## config.mk

```make
export PLATFORM = sky130hd
export DESIGN_NAME = setpoint_switching
export DESIGN_NICKNAME = d
export VERILOG_FILES = /design/src/setpoint_pkg.sv /design/src/setpoint_compare.sv /design/src/setpoint_switching.sv
export SDC_FILE = /design/constraint.sdc
export NUM_CORES = 2
export LEC_CHECK = 0
export BUFFER_PORTS_ARGS = -buffer_cell sky130_fd_sc_hd__buf_2
export CORE_UTILIZATION = 50
export CTS_BUF_LIST = sky130_fd_sc_hd__clkbuf_4 sky130_fd_sc_hd__clkbuf_8
export DETAILED_ROUTE_END_ITERATION = 6
export GPL_TIMING_DRIVEN = 0
export PLACE_DENSITY = 0.66
export SLEW_MARGIN = 20
export SYNTH_ARGS = -nofsm -noshare
export SYNTH_HDL_FRONTEND = slang
export SYNTH_SLANG_ARGS = --single-unit
```

## constraint.sdc

```tcl
create_clock -name mclk -period 26.7 [get_ports mclk]
set_input_delay 2.67 -clock mclk [delete_from_list [all_inputs] [get_ports mclk]]
set_output_delay 2.67 -clock mclk [all_outputs]
set_load 0.005 [all_outputs]
```

## src/setpoint_pkg.sv

```systemverilog
// Purpose: shared constants and types for the pressure setpoint switching block
// Assumes: 40 MHz mclk, pressure in 16-bit full-scale units
// Notes: holds the contract list
//
// Contract
// - low trip: closed while pressure below threshold
// - high trip: closed while pressure above threshold
// - reset or restore defaults to low trip
// - direction, hysteresis set only by register port; a setpoint press also resets hysteresis to default
// - any in-range threshold accepted
// - setpoint button: show threshold 10 s, blink; with no zero button use, adjustment exits after 5 s and ends the display
// - held zero button ramps threshold to limit
// - re-press held in 3-5 s reverses ramp
// - brief re-press in 0-3 s steps one unit
// - released over 5 s returns to measurement
// - default hysteresis one percent full scale
// - setpoint button restores default hysteresis
// - second channel uses same procedure
// - ambient relative mode with same options
// - ambient threshold is factor times atmosphere
// - channel may output gauge status instead
// - zero held 5 s at power-up restores
// - restore returns all user parameters to default
// - address switches sampled once at init
// - address is hundreds*0x100+tens*0x10+units
// - default explicit address is zero
// - indicator blinks while waiting, off when open
// - channels configured and evaluated independently
package setpoint_pkg;
  localparam int unsigned CLK_HZ = 40000000;
  localparam int unsigned TICK_MS = 1;
  localparam int unsigned TICK_CYCLES = CLK_HZ / 1000 * TICK_MS;
  localparam int unsigned DEBOUNCE_MS = 20;
  localparam int unsigned SHOW_MS = 10000;
  localparam int unsigned REVERSE_MIN_MS = 3000;
  localparam int unsigned IDLE_MAX_MS = 5000;
  localparam int unsigned RESTORE_MS = 5000;
  localparam int unsigned RAMP_STEP_MS = 10;
  localparam int unsigned BLINK_FAST_MS = 100;
  localparam int unsigned BLINK_MS = 250;
  localparam logic [15:0] FULL_SCALE = 16'hffff;
  localparam logic [15:0] HYST_DEFAULT = 16'h028f;
  localparam logic [15:0] THRESH_DEFAULT = 16'h0100;
  localparam logic [15:0] FACTOR_DEFAULT = 16'h0100;
  localparam logic [11:0] ADDR_DEFAULT = 12'h000;
  localparam logic [4:0] REG_CTRL0 = 5'h00;
  localparam logic [4:0] REG_THRESH0 = 5'h01;
  localparam logic [4:0] REG_HYST0 = 5'h02;
  localparam logic [4:0] REG_FACTOR0 = 5'h03;
  localparam logic [4:0] REG_CTRL1 = 5'h04;
  localparam logic [4:0] REG_THRESH1 = 5'h05;
  localparam logic [4:0] REG_HYST1 = 5'h06;
  localparam logic [4:0] REG_FACTOR1 = 5'h07;
  localparam logic [4:0] REG_STATUS = 5'h08;
  localparam logic [4:0] REG_ADDR = 5'h09;
  localparam logic [4:0] REG_USER = 5'h0a;
  localparam int CTRL_HIGH_BIT = 0;
  localparam int CTRL_MODE_LSB = 1;
  typedef enum logic [1:0] {
    MODE_VACUUM = 2'h0,
    MODE_AMBIENT = 2'h1,
    MODE_STATUS = 2'h2
  } chan_mode_t;
  typedef struct packed {
    logic high_trip;
    chan_mode_t mode;
    logic [15:0] thresh;
    logic [15:0] hyst;
    logic [15:0] factor;
  } chan_cfg_t;
  localparam chan_cfg_t CFG_DEFAULT = '{high_trip: 1'b0, mode: MODE_VACUUM,
    thresh: THRESH_DEFAULT, hyst: HYST_DEFAULT, factor: FACTOR_DEFAULT};
endpackage : setpoint_pkg

```

## src/setpoint_compare.sv

```systemverilog
// Purpose: one setpoint channel comparator with hysteresis
// Assumes: sample_valid marks a new pressure sample
// Notes: factor is 8.8 fixed point
`timescale 1ns/1ps
`default_nettype none
module setpoint_compare
  import setpoint_pkg::*;
(
  input wire logic mclk,
  input wire logic arst_n,
  input wire logic sample_valid,
  input wire logic [15:0] pressure,
  input wire logic [15:0] atmosphere,
  input wire logic gauge_ok,
  input var chan_cfg_t cfg,
  output logic closed
);
  logic closed_reg;
  logic [31:0] prod;
  logic [16:0] trip;
  logic [16:0] rel;
  logic [16:0] p;
  always_comb begin
    prod = atmosphere * cfg.factor;
    trip = (cfg.mode == MODE_AMBIENT) ?
      ((prod[31:24] != 8'h00) ? {1'b0, FULL_SCALE} : {1'b0, prod[23:8]}) : {1'b0, cfg.thresh};
    p = {1'b0, pressure};
    rel = cfg.high_trip ? ((trip > {1'b0, cfg.hyst}) ? trip - {1'b0, cfg.hyst} : 17'h0)
                        : trip + {1'b0, cfg.hyst};
  end
  // hold the contact between crossings so noise near the threshold cannot chatter it
  always_ff @(posedge mclk or negedge arst_n) begin
    if (!arst_n) begin
      closed_reg <= 1'b0;
    end else if (cfg.mode == MODE_STATUS) begin
      closed_reg <= gauge_ok;
    end else if (sample_valid) begin
      if (cfg.high_trip) begin
        if (p > trip) closed_reg <= 1'b1;
        else if (p < rel) closed_reg <= 1'b0;
      end else begin
        if (p < trip) closed_reg <= 1'b1;
        else if (p > rel) closed_reg <= 1'b0;
      end
    end
  end
  assign closed = closed_reg;
endmodule : setpoint_compare
`default_nettype wire

```

## src/setpoint_switching.sv

```systemverilog
// Purpose: two setpoint channels, button adjustment, restore and address capture
// Assumes: all inputs synchronous to mclk; buttons active high when pressed
// Notes: register port reaches per-channel config, status and address
//
// Design decisions made here: the plain strobed port and the address map.
`timescale 1ns/1ps
`default_nettype none
module setpoint_switching
  import setpoint_pkg::*;
(
  input wire logic mclk,
  input wire logic arst_n,
  input wire logic [4:0] reg_addr,
  input wire logic [15:0] reg_wdata,
  input wire logic reg_wr,
  input wire logic reg_rd,
  output logic [15:0] reg_rdata,
  input wire logic sample_valid,
  input wire logic [15:0] pressure,
  input wire logic [15:0] atmosphere,
  input wire logic gauge_ok,
  input wire logic setpoint_button,
  input wire logic zero_button,
  input wire logic [3:0] address_switch_hundreds,
  input wire logic [3:0] address_switch_tens,
  input wire logic [3:0] address_switch_units,
  output logic [15:0] signal_out,
  output logic [1:0] contact_closed,
  output logic first_channel_indicator,
  output logic second_channel_indicator,
  output logic status_blink_fast,
  output logic restore_pulse,
  output logic [11:0] explicit_address
);
  // ***************************************************
  // time base and debouncing
  // ***************************************************
  logic [15:0] tick_cnt_reg;
  logic tick;
  always_ff @(posedge mclk or negedge arst_n) begin
    if (!arst_n) begin
      tick_cnt_reg <= 16'h0;
    end else if (tick) begin
      tick_cnt_reg <= 16'h0;
    end else begin
      tick_cnt_reg <= tick_cnt_reg + 16'h1;
    end
  end
  assign tick = (tick_cnt_reg == 16'(TICK_CYCLES - 1));

  logic [1:0] btn_raw;
  logic [1:0] btn_reg;
  logic [1:0] btn_prev_reg;
  logic [4:0] db_cnt_reg [2];
  assign btn_raw = {zero_button, setpoint_button};
  // any bounce restarts the count, so a press must hold the whole span
  genvar gi;
  generate
    for (gi = 0; gi < 2; gi++) begin : g_db
      always_ff @(posedge mclk or negedge arst_n) begin
        if (!arst_n) begin
          db_cnt_reg[gi] <= 5'h0;
          btn_reg[gi] <= 1'b0;
        end else if (btn_raw[gi] == btn_reg[gi]) begin
          db_cnt_reg[gi] <= 5'h0;
        end else if (tick) begin
          if (db_cnt_reg[gi] == 5'(DEBOUNCE_MS - 1)) begin
            btn_reg[gi] <= btn_raw[gi];
            db_cnt_reg[gi] <= 5'h0;
          end else begin
            db_cnt_reg[gi] <= db_cnt_reg[gi] + 5'h1;
          end
        end
      end
    end
  endgenerate
  always_ff @(posedge mclk or negedge arst_n) begin
    if (!arst_n) begin
      btn_prev_reg <= 2'b00;
    end else begin
      btn_prev_reg <= btn_reg;
    end
  end
  logic sp_press;
  logic zero_press;
  logic zero_release;
  assign sp_press = btn_reg[0] & ~btn_prev_reg[0];
  assign zero_press = btn_reg[1] & ~btn_prev_reg[1];
  assign zero_release = ~btn_reg[1] & btn_prev_reg[1];

  // ***************************************************
  // power-up: address capture and restore detection
  // ***************************************************
  typedef enum logic [3:0] {
    ST_INIT = 4'b0001,
    ST_HOLD = 4'b0010,
    ST_RUN = 4'b0100,
    ST_ADJ = 4'b1000
  } state_t;
  state_t state_reg;
  logic [13:0] ms_reg;
  logic [11:0] addr_reg;
  logic restore_reg;
  logic init_done_reg;
  // switches are read once; a changed address needs a new power-up
  always_ff @(posedge mclk or negedge arst_n) begin
    if (!arst_n) begin
      addr_reg <= ADDR_DEFAULT;
      init_done_reg <= 1'b0;
    end else if (!init_done_reg) begin
      addr_reg <= {address_switch_hundreds, address_switch_tens, address_switch_units};
      init_done_reg <= 1'b1;
    end
  end
  assign explicit_address = addr_reg;

  // ***************************************************
  // configuration registers and adjustment state machine
  // ***************************************************
  chan_cfg_t cfg_reg [2];
  logic chan_reg;
  logic dir_down_reg;
  logic ramping_reg;
  logic fast_reg;
  logic [13:0] fast_ms_reg;
  logic [13:0] show_ms_reg;
  logic [3:0] step_ms_reg;
  logic [15:0] user_reg;
  logic [15:0] cur_thr;
  assign cur_thr = cfg_reg[chan_reg].thresh;

  always_ff @(posedge mclk or negedge arst_n) begin
    if (!arst_n) begin
      state_reg <= ST_INIT;
      ms_reg <= 14'h0;
      show_ms_reg <= 14'h0;
      step_ms_reg <= 4'h0;
      restore_reg <= 1'b0;
      chan_reg <= 1'b0;
      dir_down_reg <= 1'b0;
      ramping_reg <= 1'b0;
      fast_reg <= 1'b0;
      fast_ms_reg <= 14'h0;
      user_reg <= 16'h0;
      cfg_reg[0] <= CFG_DEFAULT;
      cfg_reg[1] <= CFG_DEFAULT;
    end else begin
      restore_reg <= 1'b0;
      // reversal feedback lasts a fixed span, then the normal rate returns
      if (tick && fast_ms_reg != 14'h0) begin
        fast_ms_reg <= fast_ms_reg - 14'h1;
      end else if (fast_ms_reg == 14'h0) begin
        fast_reg <= 1'b0;
      end
      // register port writes: the only path to direction and mode besides restore; hysteresis is also reset by a setpoint press
      if (reg_wr) begin
        if (reg_addr == REG_CTRL0 || reg_addr == REG_CTRL1) begin
          cfg_reg[reg_addr[2]].high_trip <= reg_wdata[CTRL_HIGH_BIT];
          cfg_reg[reg_addr[2]].mode <= chan_mode_t'(reg_wdata[CTRL_MODE_LSB +: 2]);
        end else if (reg_addr == REG_THRESH0 || reg_addr == REG_THRESH1) begin
          cfg_reg[reg_addr[2]].thresh <= reg_wdata;
        end else if (reg_addr == REG_HYST0 || reg_addr == REG_HYST1) begin
          cfg_reg[reg_addr[2]].hyst <= reg_wdata;
        end else if (reg_addr == REG_FACTOR0 || reg_addr == REG_FACTOR1) begin
          cfg_reg[reg_addr[2]].factor <= reg_wdata;
        end else if (reg_addr == REG_USER) begin
          user_reg <= reg_wdata;
        end
      end
      case (state_reg)
        ST_INIT: begin
          // raw level here: the debounced copy is not valid this early
          ms_reg <= 14'h0;
          state_reg <= btn_raw[1] ? ST_HOLD : ST_RUN;
        end
        ST_HOLD: begin
          if (!btn_reg[1] && !btn_raw[1]) begin
            state_reg <= ST_RUN;
          end else if (tick) begin
            if (ms_reg == 14'(RESTORE_MS - 1)) begin
              restore_reg <= 1'b1;
              cfg_reg[0] <= CFG_DEFAULT;
              cfg_reg[1] <= CFG_DEFAULT;
              user_reg <= 16'h0;
              state_reg <= ST_RUN;
            end else begin
              ms_reg <= ms_reg + 14'h1;
            end
          end
        end
        ST_RUN: begin
          if (sp_press) begin
            state_reg <= ST_ADJ;
            chan_reg <= 1'b0;
            cfg_reg[0].hyst <= HYST_DEFAULT;
            show_ms_reg <= 14'h0;
            ms_reg <= 14'h0;
            dir_down_reg <= 1'b0;
            ramping_reg <= 1'b0;
          end
        end
        ST_ADJ: begin
          // second press of the setpoint button moves on to the next channel
          if (sp_press) begin
            if (chan_reg) begin
              state_reg <= ST_RUN;
            end else begin
              chan_reg <= 1'b1;
              cfg_reg[1].hyst <= HYST_DEFAULT;
              show_ms_reg <= 14'h0;
              ms_reg <= 14'h0;
              ramping_reg <= 1'b0;
            end
          end else if (zero_press) begin
            ms_reg <= 14'h0;
            if (ms_reg >= 14'(REVERSE_MIN_MS) && ms_reg <= 14'(IDLE_MAX_MS)) begin
              dir_down_reg <= ~dir_down_reg;
              fast_reg <= 1'b1;
              fast_ms_reg <= 14'(REVERSE_MIN_MS);
            end
            ramping_reg <= 1'b0;
            step_ms_reg <= 4'h0;
          end else if (zero_release) begin
            // a short press that never reached ramp speed counts as one step
            if (!ramping_reg) begin
              if (dir_down_reg && cur_thr != 16'h0) cfg_reg[chan_reg].thresh <= cur_thr - 16'h1;
              else if (!dir_down_reg && cur_thr != FULL_SCALE) cfg_reg[chan_reg].thresh <= cur_thr + 16'h1;
            end
            ms_reg <= 14'h0;
            ramping_reg <= 1'b0;
          end else if (tick) begin
            if (show_ms_reg != 14'(SHOW_MS)) show_ms_reg <= show_ms_reg + 14'h1;
            // the ramp stops at the range ends rather than wrapping
            if (btn_reg[1]) begin
              if (step_ms_reg == 4'(RAMP_STEP_MS - 1)) begin
                step_ms_reg <= 4'h0;
                ramping_reg <= 1'b1;
                show_ms_reg <= 14'h0;
                if (dir_down_reg && cur_thr != 16'h0) cfg_reg[chan_reg].thresh <= cur_thr - 16'h1;
                else if (!dir_down_reg && cur_thr != FULL_SCALE) cfg_reg[chan_reg].thresh <= cur_thr + 16'h1;
              end else begin
                step_ms_reg <= step_ms_reg + 4'h1;
              end
            end else if (ms_reg == 14'(IDLE_MAX_MS)) begin
              state_reg <= ST_RUN;
            end else begin
              ms_reg <= ms_reg + 14'h1;
            end
          end
        end
        default: state_reg <= ST_INIT;
      endcase
    end
  end
  assign restore_pulse = restore_reg;
  assign status_blink_fast = fast_reg;

  // ***************************************************
  // channel comparators
  // ***************************************************
  logic [1:0] closed;
  // one sample strobe for both, each channel with its own configuration
  generate
    for (gi = 0; gi < 2; gi++) begin : g_chan
      setpoint_compare u_cmp (
        .mclk(mclk),
        .arst_n(arst_n),
        .sample_valid(sample_valid),
        .pressure(pressure),
        .atmosphere(atmosphere),
        .gauge_ok(gauge_ok),
        .cfg(cfg_reg[gi]),
        .closed(closed[gi])
      );
    end
  endgenerate
  assign contact_closed = closed;

  // ***************************************************
  // indicators and signal output
  // ***************************************************
  logic [7:0] blink_ms_reg;
  logic blink_reg;
  logic [15:0] sig_reg;
  always_ff @(posedge mclk or negedge arst_n) begin
    if (!arst_n) begin
      blink_ms_reg <= 8'h0;
      blink_reg <= 1'b0;
    end else if (tick) begin
      if (blink_ms_reg == 8'(BLINK_MS - 1)) begin
        blink_ms_reg <= 8'h0;
        blink_reg <= ~blink_reg;
      end else begin
        blink_ms_reg <= blink_ms_reg + 8'h1;
      end
    end
  end
  logic adj0;
  logic adj1;
  assign adj0 = (state_reg == ST_ADJ) && !chan_reg;
  assign adj1 = (state_reg == ST_ADJ) && chan_reg;
  logic ind0_reg;
  logic ind1_reg;
  // one blink phase serves both, as only one channel is adjusted at a time
  always_ff @(posedge mclk or negedge arst_n) begin
    if (!arst_n) begin
      ind0_reg <= 1'b0;
      ind1_reg <= 1'b0;
      sig_reg <= 16'h0;
    end else begin
      ind0_reg <= adj0 ? blink_reg : closed[0];
      ind1_reg <= adj1 ? blink_reg : closed[1];
      // threshold replaces pressure only for the display window
      sig_reg <= (state_reg == ST_ADJ && show_ms_reg < 14'(SHOW_MS)) ? cur_thr : pressure;
    end
  end
  assign first_channel_indicator = ind0_reg;
  assign second_channel_indicator = ind1_reg;
  assign signal_out = sig_reg;

  // ***************************************************
  // register read port
  // ***************************************************
  logic [15:0] rd_reg;
  // idle cycles read zero, so a stale word is never taken for an answer
  always_ff @(posedge mclk or negedge arst_n) begin
    if (!arst_n) begin
      rd_reg <= 16'h0;
    end else if (reg_rd) begin
      if (reg_addr == REG_CTRL0 || reg_addr == REG_CTRL1) rd_reg <= {13'h0, cfg_reg[reg_addr[2]].mode,
        cfg_reg[reg_addr[2]].high_trip};
      else if (reg_addr == REG_THRESH0 || reg_addr == REG_THRESH1) rd_reg <= cfg_reg[reg_addr[2]].thresh;
      else if (reg_addr == REG_HYST0 || reg_addr == REG_HYST1) rd_reg <= cfg_reg[reg_addr[2]].hyst;
      else if (reg_addr == REG_FACTOR0 || reg_addr == REG_FACTOR1) rd_reg <= cfg_reg[reg_addr[2]].factor;
      else if (reg_addr == REG_STATUS) rd_reg <= {10'h0, state_reg, closed};
      else if (reg_addr == REG_ADDR) rd_reg <= {4'h0, addr_reg};
      else if (reg_addr == REG_USER) rd_reg <= user_reg;
      else rd_reg <= 16'h0;
    end else begin
      rd_reg <= 16'h0;
    end
  end
  assign reg_rdata = rd_reg;
endmodule : setpoint_switching
`default_nettype wire

```

==> results.sh <==
export IMPL_status="completed"
export IMPL_synth_area_um2=36400
export IMPL_row_count=98
export IMPL_drive_gt1_share_pct=7.04
export IMPL_synth_nets=5057
export IMPL_clk_root_buffer_cell="clkbuf_8"
export IMPL_drcViolationCount=0
export IMPL_setup_slack_ns=11.50
export IMPL_antenna_found_initial=7
export IMPL_powerDensity_nw_per_um2=140
export IMPL_peakVddDrop_uv=173
export IMPL_crit_type="primary input to flop"
export IMPL_grt_usage_pct=34.1
export IMPL_drt_pass1_iterations=7
export IMPL_routedWlPerCell_um=23.3
export IMPL_core_um2=71700
export IMPL_ant_nets=0
export IMPL_tritoncts="done"
export IMPL_grt_setup_unrepaired="no"
export IMPL_min_path_type="flop to flop"
export IMPL_cts_htree_levels=2
export IMPL_fp_dieW_um=272
export IMPL_grt_pass1_vias=31000
export IMPL_grt_overflow_total=0
export IMPL_yosysSeqAreaShare_pct=18.0
export IMPL_period_share_pct=56.9
export IMPL_initial_core_util_pct=50.8
export IMPL_synth_cells=4245
export IMPL_design_die_area_um2=73900
export IMPL_clk_latency_ns=0.62
export IMPL_numCtsBuffers=43
export IMPL_numPortBuffers=117
export IMPL_cellLeakagePower_nw=18.6
export IMPL_hold_viol_final=0
export IMPL_crit_required_ns=27.14
export IMPL_clockBufferDepth=3
export IMPL_synth_seq_cells=261
export IMPL_place_gp_congestion=1.00
export IMPL_die_h_um=272
export IMPL_layout_nets=5222
export IMPL_grt_start_max_net_pins=80
export IMPL_largest_reg_flops=102
export IMPL_hpwl_um=99900
export IMPL_routed_via_density=5.94
export IMPL_first_iter_violations=3146
export IMPL_path_clk_slew_ns=0.07
export IMPL_worst_slew_pin_transition_ns=1.10
export IMPL_synthArstFlopShare_pct=100
export IMPL_fmax_ghz=0.0658
export IMPL_cts_resized=0
export IMPL_grt_use_met2_pct=52.7
export IMPL_start_kind="primary input"
export IMPL_totalWireLength_um=126000
export IMPL_grt_use_met1_pct=47.2
export IMPL_post_place_ws_ns=11.28
export IMPL_cts_sinks=261
export IMPL_ys_types=96
export IMPL_clock_skew_ns=0.0311
export IMPL_yosys_warnings=0
export IMPL_setup_viol=0
export IMPL_met3_usage_pct=5.08
export IMPL_io_pins=123
export IMPL_end_kind="flop"
export IMPL_cp_slowest_stage_delay_ns=0.75
export IMPL_cap_viol_max_count=0
export IMPL_synth_ff_type="dfrtp_1"
export IMPL_ctsHoldBuffers=0
export IMPL_max_slew_margin_rel_pct=24.8
export IMPL_critPathMaxFanout=10
export IMPL_crit_top_cell="fa_1"
export IMPL_vias=32000
export IMPL_synth_edf_count=0
export IMPL_grt_busiest_layer="met2"
export IMPL_slew_violations=0
export IMPL_total_power_mw=5.47
export IMPL_crit_slowest_cell="a21oi_1"
export IMPL_syn_to_final_growth_pct=7.65
export IMPL_grt_first_pass_wirelength_um=191000
export IMPL_critPathArrivalTime_ns=15.64
export IMPL_finalCriticalPeriod_ns=15.20
export IMPL_fin_tns_setup_ns=0
export IMPL_cts_setup_buffers=0
export IMPL_avgSynthCellArea_um2=8.58
-- where the power goes --
part           internal [mW]  switching [mW]
Combinational           1.75            2.73
Clock                  0.198           0.186
Sequential             0.464           0.150
Total                   2.41            3.06
-- metrics by stage --
step	hold WS (ns)	cell area [um2]	cells	utilization, %
2_1_floorplan	0.420	36400	4245	-
3_3_place_gp	0.442	38200	5312	53.2
3_5_place_dp	0.456	38300	5315	53.4
4_1_cts	0.473	39200	5394	54.6
5_1_grt	0.512	39200	5395	54.7
6_report	0.482	39200	5395	54.7
-- cell usage after synthesis, drive strengths merged (17+ instances only) --
library cell	n	area share [%]
inv	549	5.7
o21a	20	0.41
fa	390	21
and2	292	5.0
nand2b	23	0.40
a21o	42	0.87
buf	29	0.47
o32ai	29	0.70
or3	24	0.41
a21oi	223	3.1
a31oi	23	0.40
o21bai	21	0.43
ha	349	12
mux2i	86	2.4
nor3	58	0.81
nor2b	34	0.58
nor2	231	2.4
nor4	27	0.57
o32a	32	0.88
nand4	26	0.45
a22oi	34	0.70
o211ai	37	0.81
o22ai	32	0.55
xnor2	92	2.2
clkbuf	196	2.0
o21ai	152	2.1
xor2	51	1.2
dfrtp	244	17
dfstp	17	1.2
o31ai	21	0.47
and3	27	0.46
nand3	99	1.4
nand2	521	5.4
mux2	42	1.3
-- logic make-up after synthesis --
family | Yosys count | synth area share, %
buffers and inverters | 774 | 8.15
muxes | 130 | 3.79
other | 1 | 0.0103
adders and majority gates | 739 | 33.4
xor gates and xnor gates | 143 | 3.44
DFF | 261 | 18.0
AOI/OAI and AO/OA | 781 | 14.2
and+or+nand+nor | 1416 | 19.0
-- critical path, delay by kind of cell --
family                     cells  cell delay (ns)
and+or+nand+nor                7             1.42
buffers and inverters         10             2.46
adders and majority gates      9             3.56
AOI/OAI and AO/OA             18             5.21
muxes                          1             0.32
-- path summary, 6_finish.rpt --
kind	from	slack [ns]	to	cells past startpoint
max in group asynchronous	arst_n	23.57	cfg_reg[19]	3
worst max register to register	cfg_reg[8]	13.23	g_chan[1].u_cmp.closed	44
worst max-delay path	atmosphere[1]	11.50	g_chan[1].u_cmp.closed	45
min in group asynchronous	arst_n	1.99	explicit_address[11]	1
worst min register to register	btn_reg[0]	0.48	btn_prev_reg[0]	0
worst min-delay path	btn_reg[0]	0.48	btn_prev_reg[0]	0
-- final cells by class --
type,instances,area (um2)
Antenna cell,1,2.50
Buffer,225,907
Clock buffer,66,821
Clock inverter,13,85.1
Fill cell,6851,32500
Inverter,549,2060
Multi-Input combinational cell,3210,26900
Sequential cell,261,6550
Tap cell,950,1190
Timing Repair Buffer,120,678
-- cell usage in the layout (no fill, tap or decap), types with 17 or more instances in the layout --
| master | count |
|---|---|
| and3_1 | 27 |
| a22oi_1 | 34 |
| o22ai_1 | 32 |
| a21oi_1 | 221 |
| xnor2_1 | 92 |
| o31ai_1 | 20 |
| inv_1 | 548 |
| and2_1 | 291 |
| clkbuf_8 | 52 |
| xor2_1 | 51 |
| a31oi_1 | 23 |
| or3_1 | 24 |
| o21ai_0 | 142 |
| buf_2 | 124 |
| a21o_1 | 42 |
| mux2i_1 | 86 |
| nor4_1 | 22 |
| fa_1 | 390 |
| nor2_1 | 229 |
| nor2b_1 | 34 |
| nor3_1 | 57 |
| o32a_1 | 32 |
| nand2b_1 | 23 |
| nand3_1 | 99 |
| o21bai_1 | 21 |
| nand4_1 | 26 |
| o21a_1 | 20 |
| o211ai_1 | 35 |
| o32ai_1 | 29 |
| dfrtp_1 | 244 |
| mux2_2 | 42 |
| nand2_1 | 521 |
| dfstp_2 | 17 |
| ha_1 | 349 |
| clkbuf_1 | 196 |
-- metal layers --
| layer | vias to the layer above | routed length, um |
|---|---|---|
| met5 | - | 23 |
| met4 | 4 | 6800 |
| met1 | 15700 | 51900 |
| li1 | 14500 | - |
| met2 | 1538 | 55400 |
| met3 | 325 | 11700 |
Note: power is estimated with default switching activity, not from simulation.
